### config.mk
export PLATFORM = sky130hd
export DESIGN_NAME = mft_timer
export DESIGN_NICKNAME = d
export VERILOG_FILES = /design/src/rtl/mft_pkg.sv /design/src/rtl/mft_timer.sv
export VERILOG_INCLUDE_DIRS = /design/src /design/src/rtl
export SDC_FILE = /design/constraint.sdc
export NUM_CORES = 1
export LEC_CHECK = 0
export BUFFER_PORTS_ARGS = -buffer_cell sky130_fd_sc_hd__buf_2
export CORE_MARGIN = 1.5
export CORE_UTILIZATION = 48
export CTS_CLUSTER_DIAMETER = 50
export DETAILED_ROUTE_END_ITERATION = 10
export HOLD_SLACK_MARGIN = 0.03
export PLACE_DENSITY = 0.78
export RECOVER_POWER = 25
export SLEW_MARGIN = 30
export SYNTH_ARGS = -nofsm -noshare
export SYNTH_HDL_FRONTEND = slang
export SYNTH_SLANG_ARGS = --single-unit
### constraint.sdc
create_clock -name sys_clk -period 3.65 [get_ports sys_clk]
set_clock_uncertainty 0.1 [all_clocks]
set_input_delay 0.5475 -clock sys_clk [delete_from_list [all_inputs] [get_ports sys_clk]]
set_output_delay 0.5475 -clock sys_clk [all_outputs]
set_load 0.02 [all_outputs]
### src/rtl/mft_defs.svh
// Purpose: Constants for the multifunction timer mode/input block
// Assumes: Included by bare name
// Notes:   Input function codes, edge selects, clear values, prescale ratio
`ifndef MFT_DEFS_SVH
`define MFT_DEFS_SVH
// ----------------------------------------
// Input function codes
// ----------------------------------------
`define MFT_IF_NONE      4'h0
`define MFT_IF_NB_TRIG   4'h1
`define MFT_IF_GA_NB     4'h2
`define MFT_IF_GA_TRIG   4'h3
`define MFT_IF_NA_CLK    4'h4
`define MFT_IF_TA_NB     4'h5
`define MFT_IF_GA_CLK    4'h6
`define MFT_IF_TA_TB     4'h7
`define MFT_IF_CLKUD     4'h8
`define MFT_IF_UDL_CLK   4'h9
`define MFT_IF_TRIGUD    4'hA
`define MFT_IF_UDL_NB    4'hB
`define MFT_IF_AUTOD     4'hC
`define MFT_IF_TA_CLK    4'hD
`define MFT_IF_CLK_TB    4'hE
`define MFT_IF_TA_GB     4'hF
// ----------------------------------------
// Edge selects, clear values, prescale ratio
// ----------------------------------------
`define MFT_EDGE_RISE    2'h1
`define MFT_EDGE_FALL    2'h2
`define MFT_EDGE_BOTH    2'h3
`define MFT_CLR_UP       16'h0000
`define MFT_CLR_DOWN     16'hFFFF
`define MFT_SYSDIV       2'h3
`define MFT_SYSDIV_LAST  2'h2
`endif

### src/rtl/mft_pkg.sv
// Purpose: Types for the multifunction timer mode/input block
// Assumes: Nothing
// Notes:   Mode bits travel as one packed struct
package mft_pkg;
	// Mode and control bits from software
	typedef struct packed {
		logic       reg0ModeBit;
		logic       reg1ModeBit;
		logic       bivalueSelect;
		logic       oneShot;
		logic       cascadeClockSelect;
		logic       softUpDown;
		logic       clearOnCapture0;
		logic       clearOnCompare0;
		logic [3:0] inputFunctionCode;
		logic [1:0] inputAEdgeSelect;
		logic [1:0] inputBEdgeSelect;
	} mft_mode_t;
	// Reload/capture alternation pointer
	typedef enum logic {MFT_CUR_R0 = 1'b0, MFT_CUR_R1 = 1'b1} mft_cur_t;
endpackage : mft_pkg

### src/rtl/mft_timer.sv
// Purpose: 16-bit up/down multifunction timer counting modes and input pins
// Assumes: Pins async to sys_clk; software bits synchronous
// Notes:   Prescale tick divides by three, then an 8-bit prescaler
//
// Contract
// RQ1 - Capture or bicapture mode: full range, no reload
// RQ2 - Register 1 mirrors counter when not capturing
// RQ3 - Clear gives zero up, all ones down
// RQ4 - Clear command clears counter immediately
// RQ5 - Clear on capture0 or compare0 when enabled
// RQ6 - Bivalue: reg0 mode picks reload or capture
// RQ7 - Alternating reload, register 0 first
// RQ8 - Trigger reload from register 0 restarts alternation
// RQ9 - Alternating capture, register 0 first
// RQ10 - Cascade takes first timer prescaler output
// RQ11 - Cascade prescale zero passes tick unchanged
// RQ12 - Autodiscrimination phase gives one step
// RQ13 - Per-input rising, falling or both edges
// RQ14 - Codes 0 to 7 input assignment
// RQ15 - Codes 8 to 15 input assignment
// RQ16 - Input A trigger loads or captures register 0
// RQ17 - Input B captures register 1; off in bivalue
// RQ18 - Gate enables counting only while low
// RQ19 - No inputs: internal clock, software direction
// RQ20 - Gated external clock, software direction
// RQ21 - Gate pulses last two prescaler periods
// RQ22 - Compare for N pulses is start plus N-1
// RQ23 - Prescaler fed by system clock/3 or external
// RQ24 - B edges with A low count up/down
// RQ25 - Inputs synchronised and edge detected first
`timescale 1ns/1ns
`include "mft_defs.svh"

module mft_timer
	import mft_pkg::*;
#(
	parameter int CW = 16,
	parameter int PW = 8
) (
	// Clock and reset
	input  wire logic          sys_clk,
	input  wire logic          sys_rst,
	// Software control
	input  wire mft_mode_t     modeBits,
	input  wire logic [PW-1:0] prescaleValue,
	input  wire logic          counterClearCmd,
	input  wire logic          softCapture0,
	input  wire logic          softCapture1,
	input  wire logic          softTrigger0,
	input  wire logic          countEnable,
	input  wire logic [CW-1:0] reloadValue0,
	input  wire logic          reloadWrite0,
	input  wire logic [CW-1:0] reloadValue1,
	input  wire logic          reloadWrite1,
	input  wire logic [CW-1:0] compareReg0,
	// Cascade link from the first timer
	input  wire logic          cascadeTickIn,
	// External pins
	input  wire logic          timerInputA,
	input  wire logic          timerInputB,
	// Status
	output logic [CW-1:0]      counterValue,
	output logic [CW-1:0]      captureLoadReg0,
	output logic [CW-1:0]      captureLoadReg1,
	output logic               countUpStatus,
	output logic               endOfCount,
	output logic               compareMatch0,
	output logic               prescaleTickOut
);
	// ----------------------------------------
	// Functions
	// ----------------------------------------
	// Edge qualifier shared by both inputs
	function automatic logic edgeHit(input logic [1:0] sel, input logic r, input logic f);
		edgeHit = (sel[0] & r) | (sel[1] & f); // RQ13
	endfunction : edgeHit

	// Clear value depends on direction
	function automatic logic [CW-1:0] clearVal(input logic up);
		clearVal = up ? CW'(`MFT_CLR_UP) : CW'(`MFT_CLR_DOWN); // RQ3
	endfunction : clearVal

	// ----------------------------------------
	// Input synchronisers and edges
	// ----------------------------------------
	logic [2:0] syncA_q;
	logic [2:0] syncB_q;
	logic       levA_q;
	logic       levB_q;

	// Three flops; level changes only when stages two and three agree
	always_ff @(posedge sys_clk) begin
		if (sys_rst) begin
			syncA_q <= 3'h0;
			syncB_q <= 3'h0;
			levA_q  <= 1'b0;
			levB_q  <= 1'b0;
		end else begin
			syncA_q <= {syncA_q[1:0], timerInputA};
			syncB_q <= {syncB_q[1:0], timerInputB};
			if (syncA_q[1] == syncA_q[2]) levA_q <= syncA_q[2]; // RQ25
			if (syncB_q[1] == syncB_q[2]) levB_q <= syncB_q[2]; // RQ25
		end
	end

	wire logic filtA = (syncA_q[1] == syncA_q[2]) ? syncA_q[2] : levA_q;
	wire logic filtB = (syncB_q[1] == syncB_q[2]) ? syncB_q[2] : levB_q;
	wire logic riseA = filtA & ~levA_q;
	wire logic fallA = ~filtA & levA_q;
	wire logic riseB = filtB & ~levB_q;
	wire logic fallB = ~filtB & levB_q;
	wire logic evA   = edgeHit(modeBits.inputAEdgeSelect, riseA, fallA);
	wire logic evB   = edgeHit(modeBits.inputBEdgeSelect, riseB, fallB);

	// ----------------------------------------
	// Input function decode
	// ----------------------------------------
	wire logic [3:0] fc  = modeBits.inputFunctionCode;
	wire logic biv       = modeBits.bivalueSelect;
	// Gate roles
	wire logic gateA     = (fc == `MFT_IF_GA_NB) | (fc == `MFT_IF_GA_TRIG) |
	                       (fc == `MFT_IF_GA_CLK); // RQ14
	wire logic gateB     = (fc == `MFT_IF_TA_GB); // RQ15
	// Trigger roles (trigger up/down excluded)
	wire logic trigARole = (fc == `MFT_IF_TA_NB) | (fc == `MFT_IF_TA_TB) |
	                       (fc == `MFT_IF_TA_CLK) | (fc == `MFT_IF_TA_GB);
	wire logic trigBRole = (fc == `MFT_IF_NB_TRIG) | (fc == `MFT_IF_GA_TRIG) |
	                       (fc == `MFT_IF_TA_TB) | (fc == `MFT_IF_CLK_TB);
	// External clock and direction roles
	wire logic extClkB   = (fc == `MFT_IF_NA_CLK) | (fc == `MFT_IF_GA_CLK) |
	                       (fc == `MFT_IF_UDL_CLK) | (fc == `MFT_IF_TA_CLK);
	wire logic extClkA   = (fc == `MFT_IF_CLK_TB);
	wire logic clkUpDn   = (fc == `MFT_IF_CLKUD);
	wire logic trigUpDn  = (fc == `MFT_IF_TRIGUD);
	wire logic udLevel   = (fc == `MFT_IF_UDL_CLK) | (fc == `MFT_IF_UDL_NB);
	wire logic autoD     = (fc == `MFT_IF_AUTOD);
	// Gate open while gate input low
	wire logic gateOpen  = ~((gateA & levA_q) | (gateB & levB_q)); // RQ18
	// Trigger events
	wire logic trigA     = trigARole & evA; // RQ16
	wire logic trigB     = trigBRole & evB & ~biv; // RQ17

	// ----------------------------------------
	// Direction
	// ----------------------------------------
	logic trigDirUp_q;
	// Pin B has priority over pin A for trigger up/down
	always_ff @(posedge sys_clk) begin
		if (sys_rst) trigDirUp_q <= 1'b1;
		else if (trigUpDn & evB) trigDirUp_q <= 1'b0;
		else if (trigUpDn & evA) trigDirUp_q <= 1'b1;
	end

	wire logic autoUp  = autoD & riseB & ~levA_q; // RQ24
	wire logic autoDn  = autoD & fallB & ~levA_q; // RQ24
	wire logic dirUp   = udLevel  ? levA_q :
	                     trigUpDn ? trigDirUp_q :
	                     clkUpDn  ? ~evB :
	                     autoD    ? autoUp :
	                     modeBits.softUpDown; // RQ19 RQ20 RQ12

	// ----------------------------------------
	// Prescaler source and divider
	// ----------------------------------------
	logic [1:0]    div3_q;
	logic [PW-1:0] pre_q;
	wire logic sysTick   = (div3_q == `MFT_SYSDIV_LAST); // RQ23
	wire logic preSrc    = modeBits.cascadeClockSelect ? cascadeTickIn : // RQ10
	                       extClkB ? (evB & gateOpen) :                 // RQ20
	                       extClkA ? evA :
	                       (sysTick & gateOpen);                        // RQ18
	wire logic preWrap   = (pre_q == prescaleValue); // RQ11
	wire logic preTick   = preSrc & preWrap;
	// Clock up/down and autodiscrimination bypass the prescaler
	wire logic stepReq   = clkUpDn ? (evA | evB) :
	                       autoD   ? (autoUp | autoDn) : preTick; // RQ12
	wire logic clearEv;
	// Divide by three then count prescale; a clear reloads the prescaler
	always_ff @(posedge sys_clk) begin
		if (sys_rst) begin
			div3_q <= 2'h0;
			pre_q  <= '0;
		end else begin
			div3_q <= sysTick ? 2'h0 : div3_q + 2'h1;
			if (clearEv) pre_q <= '0; // RQ5
			else if (preSrc) pre_q <= preWrap ? '0 : pre_q + PW'(1);
		end
	end

	// ----------------------------------------
	// Counter, capture and reload
	// ----------------------------------------
	logic [CW-1:0] cnt_q;
	logic [CW-1:0] r0_q;
	logic [CW-1:0] r1_q;
	logic          cur_q;
	logic          run_q;
	logic          cmpHit_q;
	logic          eoc_q;
	// Biload with register 0 in reload, bicapture with it in capture
	wire logic biLoad   = biv & ~modeBits.reg0ModeBit; // RQ6
	wire logic biCap    = biv & modeBits.reg0ModeBit;  // RQ6
	wire logic cap0Ev   = modeBits.reg0ModeBit & (softCapture0 | trigA);
	wire logic cap1Ev   = ~biv & modeBits.reg1ModeBit & (softCapture1 | trigB);
	wire logic trig0Ld  = ~modeBits.reg0ModeBit & (softTrigger0 | trigA); // RQ16
	wire logic capTo0   = cap0Ev & ~(biCap & cur_q);  // RQ9
	wire logic capTo1   = (cap0Ev & biCap & cur_q) | (cap1Ev & ~biCap); // RQ9 RQ17
	wire logic atEnd    = dirUp ? (cnt_q == '1) : (cnt_q == '0);
	wire logic doStep   = stepReq & run_q & countEnable;
	wire logic eocEv    = doStep & atEnd;
	wire logic cmpEv    = (cnt_q == compareReg0) & ~cmpHit_q;
	wire logic freeRun  = modeBits.reg0ModeBit; // RQ1
	assign clearEv      = counterClearCmd |                           // RQ4
	                      (modeBits.clearOnCapture0 & capTo0) |        // RQ5
	                      (modeBits.clearOnCompare0 & cmpEv);          // RQ5
	wire logic [CW-1:0] reloadSrc = (biLoad & cur_q) ? r1_q : r0_q;    // RQ7
	wire logic [CW-1:0] stepVal   = dirUp ? cnt_q + CW'(1) : cnt_q - CW'(1);

	// Counter with clear over trigger load over end-of-count reload
	always_ff @(posedge sys_clk) begin
		if (sys_rst) begin
			cnt_q <= '0;
			run_q <= 1'b1;
		end else begin
			if (clearEv) cnt_q <= clearVal(dirUp); // RQ3
			else if (trig0Ld) cnt_q <= r0_q; // RQ8
			else if (eocEv & ~freeRun & ~modeBits.oneShot) cnt_q <= reloadSrc; // RQ7
			else if (doStep) cnt_q <= stepVal; // RQ1
			if (trig0Ld) run_q <= 1'b1;
			else if (eocEv & modeBits.oneShot) run_q <= 1'b0;
		end
	end

	// Alternation pointer held at register 0 while bivalue low
	always_ff @(posedge sys_clk) begin
		if (sys_rst) cur_q <= MFT_CUR_R0;
		else if (~biv) cur_q <= MFT_CUR_R0; // RQ7 RQ9
		else if (biLoad & trig0Ld) cur_q <= MFT_CUR_R1; // RQ8
		else if (biLoad & eocEv & ~modeBits.oneShot) cur_q <= ~cur_q; // RQ7
		else if (biCap & cap0Ev) cur_q <= ~cur_q; // RQ9
	end

	// Capture/load registers; register 1 mirrors the counter in monitor mode
	always_ff @(posedge sys_clk) begin
		if (sys_rst) begin
			r0_q <= '0;
			r1_q <= '0;
		end else begin
			if (capTo0) r0_q <= cnt_q;
			else if (reloadWrite0) r0_q <= reloadValue0;
			if (~modeBits.reg1ModeBit & ~biv) r1_q <= cnt_q; // RQ2
			else if (capTo1) r1_q <= cnt_q;
			else if (reloadWrite1) r1_q <= reloadValue1;
		end
	end

	// Compare fires once per arrival at the value
	always_ff @(posedge sys_clk) begin
		if (sys_rst) begin
			cmpHit_q <= 1'b0;
			eoc_q    <= 1'b0;
		end else begin
			cmpHit_q <= (cnt_q == compareReg0);
			eoc_q    <= eocEv;
		end
	end

	// ----------------------------------------
	// Outputs
	// ----------------------------------------
	assign counterValue    = cnt_q;
	assign captureLoadReg0 = r0_q;
	assign captureLoadReg1 = r1_q;
	assign countUpStatus   = dirUp;
	assign endOfCount      = eoc_q;
	assign compareMatch0   = cmpHit_q;
	assign prescaleTickOut = preTick; // RQ10
endmodule : mft_timer

==> impl_metrics.json, run 1 <==
{
  "antenna_found_initial": 0,
  "wl_microns": 13800,
  "crit_arrival_ns": 3.59,
  "synthTopCellsByArea": "dfxtp_1, mux2i_1, nor2_1",
  "async_flop_share_pct": 0,
  "path_class": "reg2reg",
  "synth.net_count": 667,
  "ys.flop_type": "dfxtp_1",
  "place_hpwl_microns": 10500,
  "hp-class": "in2reg",
  "syn_area_sq_um": 4710,
  "cts-root-buf": "clkbuf_8",
  "grt_setup_unrepaired": "false",
  "end_kind": "flip-flop",
  "grt_pass1_vias": 4206,
  "maxSlewViolCount": 0,
  "whs_ns": 0.312,
  "syn_inst": 566,
  "synth_largest_area_cell": "dfxtp_1",
  "cts_buffers": 9,
  "cp_cell_sequence": "and4bb_1 -> a2111oi_4 -> o221a_4 -> inv_4 -> ha_1 -> a21oi_1 -> o221ai_1 -> a211o_1 -> a21o_1 -> a211oi_1 -> xnor2_1 -> mux2i_1 -> a21oi_1",
  "path_common_cell": "a21oi_1",
  "grt_max_degree": 33,
  "fill_cells": 887,
  "clk_pin_slew_worst_paths_ns": 0.07,
  "clock-sinks": 71,
  "area_growth_pct": 21.0,
  "synth-edff-count": 0,
  "cap_violations": 0,
  "slew_headroom_pct": 28.4,
  "initial_core_util_pct": 50.3,
  "clockBufferDepth": 2,
  "die_area_sq_um": 10400,
  "synth-seq-cells": 71,
  "via_per_inst": 5.68,
  "antenna_left": 0,
  "clkLatencyLatePin_ns": 0.35,
  "coreArea_sq_um": 9370,
  "port_buffers": 135,
  "synth_common_cells": "nor2_1, dfxtp_1, mux2i_1, a21oi_1, xor2_1",
  "clock.fmax_mhz": 288,
  "htreeDepth": 3,
  "fin_crit_sh_pct": 95.3,
  "fin_setup_tns_ns": 0,
  "drt-initial-drc-count": 472,
  "ys_seq_area_share_pct": 30.2,
  "synth.most_common_cell": "nor2_1",
  "hold_viol": 0,
  "nets": 799,
  "dr.pass1.iters": 5,
  "ir_worst_vdd_uv": 206,
  "ctsResizeCount": 0,
  "dp.cells": 816,
  "synth.distinct_cells": 68,
  "cts_setup_buffers": 0,
  "finalNonFillerCells": 831,
  "power_mw": 2.28,
  "num_rows": 35,
  "path_buf_inv": 1,
  "startpoint_type": "flip-flop",
  "worstMarginPinSlew_ns": 1.07,
  "setup_viol": 0,
  "fp.dieW_microns": 102,
  "max_stage_delay_ns": 0.42,
  "p_per_area_nw_per_um2": 400,
  "via_count": 4721,
  "multi_input_area_sq_um": 3070,
  "cp_max_fo": 10,
  "avgSynthCellArea_sq_um": 8.32,
  "final_util_pct": 60.8,
  "leakagePower_nw": 2.63,
  "yosysWarnings": 0,
  "insertedDiodeCount": 0,
  "wl_per_cell_microns": 16.6,
  "min_period_ns": 3.48,
  "cp_slowest_cell": "dfxtp_1",
  "io_pins": 136,
  "grt_overflow": 0,
  "critical_path_required_ns": 3.76,
  "die_y_microns": 102,
  "synth_top_area_share_pct": 30.2,
  "routabilityCongestion": 0.893,
  "grt_pass1_wl_microns": 21500,
  "drive_gt1_share_pct": 24.4,
  "regArea_sq_um": 1420,
  "status": "complete, no violations",
  "cts_tree": "done",
  "cp_top_family": "compound AO/OA/AOI/OAI gates",
  "drc": 0,
  "ctsHoldBuffers": 0,
  "grt.total_usage_pct": 26.4
}
==> registers in the layout (all words and copies together), names as in the netlist <==
name,flops
levB_q,1
syncA_q,3
counterValue,16
captureLoadReg1,16
levA_q,1
syncB_q,3
run_q,1
endOfCount,1
compareMatch0,1
captureLoadReg0,16
trigDirUp_q,1
pre_q,8
div3_q,2
cur_q,1
==> layout by cell type, fill, tap and decap left out, drive strengths merged, types with 5 or more instances in the layout <==
master	instances
xor2	36
clkbuf	31
nor4	12
and3	6
o221ai	11
xnor2	10
nand4	8
nand3	5
nand2	20
o22ai	6
mux2i	47
dfxtp	71
nor2	95
nor2b	8
a21oi	47
o21ai	18
a211oi	22
nor3	14
ha	16
inv	18
a211o	6
buf	132
==> layout make-up <==
type                    instances  share of cell area, %
multi-input cells             445                   53.9
flip-flops and latches         71                   25.0
repair buffers                153                   13.9
well taps                     129                   2.83
clock buffers                  10                   2.24
inverters                      18                   1.23
clock inverters                 5                  0.878
==> logic make-up (layout without fill, tap and decap cells) <==
| logic type | count (synthesis) | after routing | synth area share [%] |
|---|---|---|---|
| xor gates and xnor gates | 46 | 46 | 8.55 |
| and+or+nand+nor | 192 | 192 | 20.0 |
| muxes | 50 | 50 | 10.7 |
| DFF | 71 | 71 | 30.2 |
| adders and majority gates | 17 | 17 | 4.68 |
| AOI/OAI and AO/OA | 140 | 140 | 21.1 |
| buffers and inverters | 50 | 186 | 4.81 |
==> path summary, 6_finish.rpt <==
| kind | start | to | slack [ns] | cells past startpoint |
|---|---|---|---|---|
| worst max-delay path | syncB_q[2] | counterValue[15] | 0.17 | 13 |
| worst min-delay path | timerInputA | syncA_q[0] | 0.31 | 2 |
| worst max register to register | syncB_q[2] | counterValue[15] | 0.17 | 13 |
| worst min register to register | div3_q[0] | div3_q[0] | 0.33 | 1 |
==> layer usage <==
| metal | track usage [%] | routed length (microns) | vias to the layer above |
|---|---|---|---|
| met2 | 40.2 | 6040 | 218 |
| met4 | 5.90 | 180 | 0 |
| met1 | 38.9 | 6440 | 2178 |
| met3 | 4.65 | 1130 | 20 |
| met5 | 0 | 0 | - |
| li1 | - | - | 2305 |
==> power by group <==
part | switching (mW) | internal (mW) | total [mW]
clock network | 0.292 | 0.307 | 0.600
logic | 0.426 | 0.309 | 0.734
registers | 0.111 | 0.834 | 0.945
==> per-stage QoR <==
stage	cell area, sq um	setup WS (ns)
finish	5700	0.172
global route	5700	0.0291
CTS	5720	0.126
detailed placement	5540	-0.0127
global placement	5540	0.0658
floorplan	4710	0.0516
Note: power is estimated with default switching activity, not from simulation.
==> run 2: changes to the inputs <==
==> constraint.sdc (replaced) <==
create_clock -name sys_clk -period 2.95 [get_ports sys_clk]
set_clock_uncertainty 0.1 [all_clocks]
set_input_delay 0.4425 -clock sys_clk [delete_from_list [all_inputs] [get_ports sys_clk]]
set_output_delay 0.4425 -clock sys_clk [all_outputs]
set_load 0.02 [all_outputs]
==> run 2 against run 1 <==
  * Combinational power rose by 66%
  * Setup slack worse by 0.40 ns
  * Via count rose by 7.5%
  * Largest power group is now combinational cells
  * Total power is 38% higher
  * Routed wire length rose by 10%
  * The flow now finishes with violations (negative setup slack)
  * Non-clock buffer count is 55 higher
==> impl_metrics.json, run 2 (synthesis results as in run 1) <==
{
  "grt_pass1_wl_microns": 23700,
  "slew_headroom_pct": 58.0,
  "setup_viol": 11,
  "cap_violations": 0,
  "fp.dieW_microns": 102,
  "die_area_sq_um": 10400,
  "critical_path_required_ns": 3.09,
  "grt_overflow": 0,
  "path_class": "reg2reg",
  "cts_buffers": 9,
  "htreeDepth": 3,
  "wl_microns": 15200,
  "violations": "negative setup slack",
  "end_kind": "flip-flop",
  "grt.total_usage_pct": 29.2,
  "p_comb_share_pct": 38.9,
  "min_period_ns": 3.18,
  "initial_core_util_pct": 50.3,
  "ir_worst_vdd_uv": 264,
  "regArea_sq_um": 1430,
  "cp_cell_sequence": "and3b_1 -> a2111oi_4 -> o221a_4 -> inv_8 -> fa_2 -> a211oi_4 -> buf_4 -> o21bai_1 -> a21oi_2 -> xor2_1 -> mux2i_1 -> o221ai_2 -> nor2_1",
  "power_mw": 3.14,
  "hold_viol": 0,
  "fin_crit_sh_pct": 108,
  "grt_max_degree": 33,
  "grt_pass1_vias": 4787,
  "io_pins": 136,
  "whs_ns": 0.194,
  "cts-root-buf": "clkbuf_8",
  "place_hpwl_microns": 11400,
  "dr.pass1.iters": 5,
  "p_clk_share_pct": 24.7,
  "mostFrequentLayoutCells": "buf_2, nor2_1, buf_4",
  "layout_commonest_cell": "buf_2",
  "worstSetupStartpoint": "levB_q",
  "setup_ws_ns": -0.225,
  "cp_max_fo": 11,
  "clockBufferDepth": 2,
  "wl_per_cell_microns": 17.2,
  "crit_arrival_ns": 3.32,
  "num_rows": 35,
  "coreArea_sq_um": 9370,
  "switching_share_pct": 36.4,
  "routabilityCongestion": 0.950,
  "clock.fmax_mhz": 315,
  "antenna_left": 0,
  "seq_power_share_pct": 36.4,
  "p_per_area_nw_per_um2": 493,
  "area_growth_pct": 35.1,
  "leakagePower_nw": 2.96,
  "p_sw_mw": 1.14,
  "clock-sinks": 71,
  "cts_tree": "done",
  "nets": 854,
  "via_count": 5073,
  "drive_gt1_share_pct": 34.5,
  "status": "finished with violations",
  "cp_slowest_cell": "dfxtp_4",
  "hp-class": "in2reg",
  "port_buffers": 135,
  "max_stage_delay_ns": 0.37,
  "p_int_mw": 2.00,
  "drt-initial-drc-count": 325,
  "clkLatencyLatePin_ns": 0.35,
  "fill_cells": 792,
  "hp-start": "timerInputA",
  "multi_input_area_sq_um": 3290,
  "worstMarginPinSlew_ns": 0.628,
  "insertedDiodeCount": 0,
  "startpoint_type": "flip-flop",
  "clk_pin_slew_worst_paths_ns": 0.08,
  "grt_setup_unrepaired": "true",
  "maxSlewViolCount": 0,
  "antenna_found_initial": 0,
  "drc": 0,
  "die_y_microns": 102,
  "timing.rr.start": "levB_q",
  "via_per_inst": 5.73,
  "fin_setup_tns_ns": -1.36
}
run 2: final timing paths:
kind                endpoint  slack (ns)  depth (start not counted)
max          counterValue[6]       -0.23                         13
min               syncA_q[0]        0.19                          2
max reg2reg  counterValue[6]       -0.23                         13
min reg2reg        div3_q[0]        0.34                          1
run 2: final cells by class:
cell class,count,area share (%)
Multi-Input combinational cell,445,51.7
Clock buffer,12,2.28
Clock inverter,3,0.688
Timing Repair Buffer,208,19.1
Sequential cell,71,22.5
Inverter,18,1.18
Tap cell,129,2.54
run 2: through the flow:
step                utilization, %  std cells  area [sq um]  worst slack (ns)
floorplan                        -        566          4830            -0.373
global placement              64.3        867          6020            -0.424
detailed placement            64.3        867          6020            -0.584
CTS                           67.5        885          6330            -0.221
global route                  67.9        886          6360            -0.381
finish                        67.9        886          6360            -0.225
run 2: repair_timing:
action	CTS	global route
setup endpoints to repair	16	16
resized for setup	23	10
hold buffers	0	0
pin swaps	20	8
setup buffers	3	1
run 2: layer usage:
layer / part of all wire (%) / track usage, %
met5: 0 / 0
met1: 43 / 39.9
met4: 1.7 / 8.96
met2: 47 / 46.8
met3: 8.9 / 5.54
run 2: worst max-delay path, delay by kind of cell (launching register included):
family	cells	cell delay, ns
simple gates	2	0.28
xor+xnor	1	0.21
fa+ha+maj	1	0.37
mux	1	0.15
compound gates	6	1.35
flops	1	0.37
buf+inv	2	0.24
run 2: power by group through the flow:
stage | sequential [mW] | clock (mW) | combinational [mW]
5_1_grt | 1.15 | 0.828 | 1.32
3_5_place_dp | 1.16 | 0 | 1.09
4_1_cts | 1.14 | 0.784 | 1.16
6_report | 1.14 | 0.774 | 1.22
2_1_floorplan | 1.21 | 0 | 0.596
3_3_place_gp | 1.16 | 0 | 1.05
==> run 3: changes to the inputs <==
--- a/config.mk
+++ b/config.mk
@@ -12,7 +12,7 @@
 export CTS_CLUSTER_DIAMETER = 50
 export DETAILED_ROUTE_END_ITERATION = 10
 export HOLD_SLACK_MARGIN = 0.03
-export PLACE_DENSITY = 0.78
+export PLACE_DENSITY = 0.86
 export RECOVER_POWER = 25
 export SLEW_MARGIN = 30
 export SYNTH_ARGS = -nofsm -noshare
==> run 3 against run 2 <==
  * The run still ends with negative setup slack left
  * Die area unchanged
  * Utilization down 0.89 points
  * Critical path type unchanged
  * Non-clock buffer count down 12
  * Critical endpoint is now counterValue[12]
  * Flip-flop and latch count unchanged
  * Largest power group unchanged
==> impl_metrics.json, run 3 (synthesis results as in run 1) <==
{
  "slew_headroom_pct": 36.4,
  "layout_commonest_cell": "buf_2",
  "place_hpwl_microns": 11300,
  "insertedDiodeCount": 0,
  "nets": 842,
  "fin_setup_tns_ns": -1.86,
  "setup_ws_ns": -0.286,
  "ir_worst_vdd_uv": 241,
  "clk_pin_slew_worst_paths_ns": 0.08,
  "via_count": 5047,
  "clkLatencyLatePin_ns": 0.35,
  "cts_tree": "done",
  "drc": 0,
  "seq_power_share_pct": 36.5,
  "hold_viol": 0,
  "crit_cells": 13,
  "endpoint": "counterValue[12]",
  "via_per_inst": 5.77,
  "r2r-end": "counterValue[12]",
  "critical_path_required_ns": 3.04,
  "area_growth_pct": 33.3,
  "clockBufferDepth": 2,
  "num_rows": 35,
  "final_util_pct": 67.0,
  "worstSetupStartpoint": "levB_q",
  "fp.dieW_microns": 102,
  "wl_per_cell_microns": 17.4,
  "power_mw": 3.13,
  "p_int_mw": 1.97,
  "grt_overflow": 0,
  "cp_slowest_cell": "dfxtp_4",
  "switching_share_pct": 36.9,
  "cp_top_family": "compound AO/OA/AOI/OAI gates",
  "coreArea_sq_um": 9370,
  "dr.pass1.iters": 5,
  "initial_core_util_pct": 50.3,
  "path_class": "reg2reg",
  "routabilityCongestion": 0.976,
  "io_pins": 136,
  "startpoint_type": "flip-flop",
  "p_sw_mw": 1.15,
  "drt-initial-drc-count": 476,
  "path_common_cell": "o21bai_1",
  "fill_cells": 778,
  "leakagePower_nw": 2.89,
  "fin_crit_sh_pct": 110,
  "path_buf_inv": 1,
  "drive_gt1_share_pct": 33.5,
  "die_y_microns": 102,
  "max_stage_delay_ns": 0.37,
  "p_per_area_nw_per_um2": 498,
  "cap_violations": 0,
  "grt.total_usage_pct": 28.6,
  "timing.rr.start": "levB_q",
  "cp_cell_sequence": "and3b_1 -> a2111oi_4 -> o221a_4 -> inv_8 -> fa_2 -> a211oi_2 -> o21ai_2 -> a21oi_4 -> o21bai_1 -> a211oi_1 -> o21bai_1 -> a21oi_2 -> o22ai_1",
  "grt_max_degree": 51,
  "wl_microns": 15300,
  "hp-class": "in2reg",
  "p_clk_share_pct": 25.6,
  "maxSlewViolCount": 0,
  "p_comb_share_pct": 37.9,
  "end_kind": "flip-flop",
  "grt_setup_unrepaired": "true",
  "reg2regPathDepth": 13,
  "antenna_found_initial": 0,
  "ff2ff_setup_slack_ns": -0.29,
  "min_period_ns": 3.24,
  "worstMarginPinSlew_ns": 0.955,
  "htreeDepth": 3,
  "cp_max_fo": 11,
  "status": "finished with violations",
  "port_buffers": 135,
  "grt_pass1_vias": 4583,
  "violations": "negative setup slack",
  "antenna_left": 0,
  "crit_arrival_ns": 3.32,
  "cts_buffers": 9,
  "cts-root-buf": "clkbuf_8",
  "mostFrequentLayoutCells": "buf_2, nor2_1, dfxtp_1",
  "die_area_sq_um": 10400,
  "clock-sinks": 71,
  "grt_pass1_wl_microns": 23200,
  "clock.fmax_mhz": 309,
  "setup_viol": 10
}
run 3: timing repair:
action                     CTS  global route
gates resized for setup     19            12
pin swaps                   23            10
hold buffers                 0             0
setup endpoints to repair   11            16
buffers inserted             6             1
run 3: worst min path at each step:
| stage | from | slack (ns) | cells past startpoint | endpoint |
|---|---|---|---|---|
| after floorplan | div3_q[0] | 0.30 | 1 | div3_q[0] |
| after global placement | div3_q[0] | 0.31 | 1 | div3_q[0] |
| after detailed placement | div3_q[0] | 0.32 | 1 | div3_q[0] |
| after CTS | timerInputA | 0.19 | 2 | syncA_q[0] |
| after global routing | timerInputA | 0.20 | 2 | syncA_q[0] |
| final | timerInputA | 0.20 | 2 | syncA_q[0] |
run 3: area by class of cell:
| type | count | area, sq um | share of cell area, % |
|---|---|---|---|
| multi-input combinational | 445 | 3290 | 52.4 |
| sequential | 71 | 1430 | 22.7 |
| timing repair buffer | 196 | 1120 | 17.9 |
| tap | 129 | 161 | 2.57 |
| clock buffer | 11 | 141 | 2.25 |
| inverter | 18 | 75.1 | 1.20 |
| clock inverter | 5 | 56.3 | 0.897 |
run 3: metal layers:
| layer | GRT usage (%) | up-vias | wire length, microns |
|---|---|---|---|
| li1 | - | 2401 | - |
| met1 | 39.2 | 2330 | 6570 |
| met2 | 45.8 | 275 | 7000 |
| met3 | 4.04 | 41 | 1280 |
| met4 | 11.0 | 0 | 406 |
| met5 | 0 | - | 0 |
run 3: power by group through the flow:
stage	sequential, mW	combinational [mW]	clock (mW)
after detailed placement	1.16	1.05	0
after floorplan	1.21	0.596	0
after global placement	1.15	1.01	0
after global routing	1.15	1.26	0.836
after CTS	1.14	1.13	0.801
final	1.14	1.18	0.800
run 3: per-stage QoR:
stage | instance area [sq um] | setup slack, ns | hold WS, ns | cells
floorplan | 4830 | -0.373 | 0.301 | 566
global placement | 5910 | -0.436 | 0.308 | 852
detailed placement | 5920 | -0.517 | 0.315 | 852
CTS | 6240 | -0.235 | 0.191 | 874
global route | 6280 | -0.364 | 0.202 | 875
finish | 6280 | -0.286 | 0.196 | 875
run 3: worst register-to-register path: stages (launching register included):
cell and delay (ns):
dfxtp_4 0.37, and3b_1 0.23, a2111oi_4 0.35, o221a_4 0.29
inv_8 0.09, fa_2 0.36, a211oi_2 0.26, o21ai_2 0.13
a21oi_4 0.16, o21bai_1 0.08, a211oi_1 0.20, o21bai_1 0.13
a21oi_2 0.19, o22ai_1 0.12
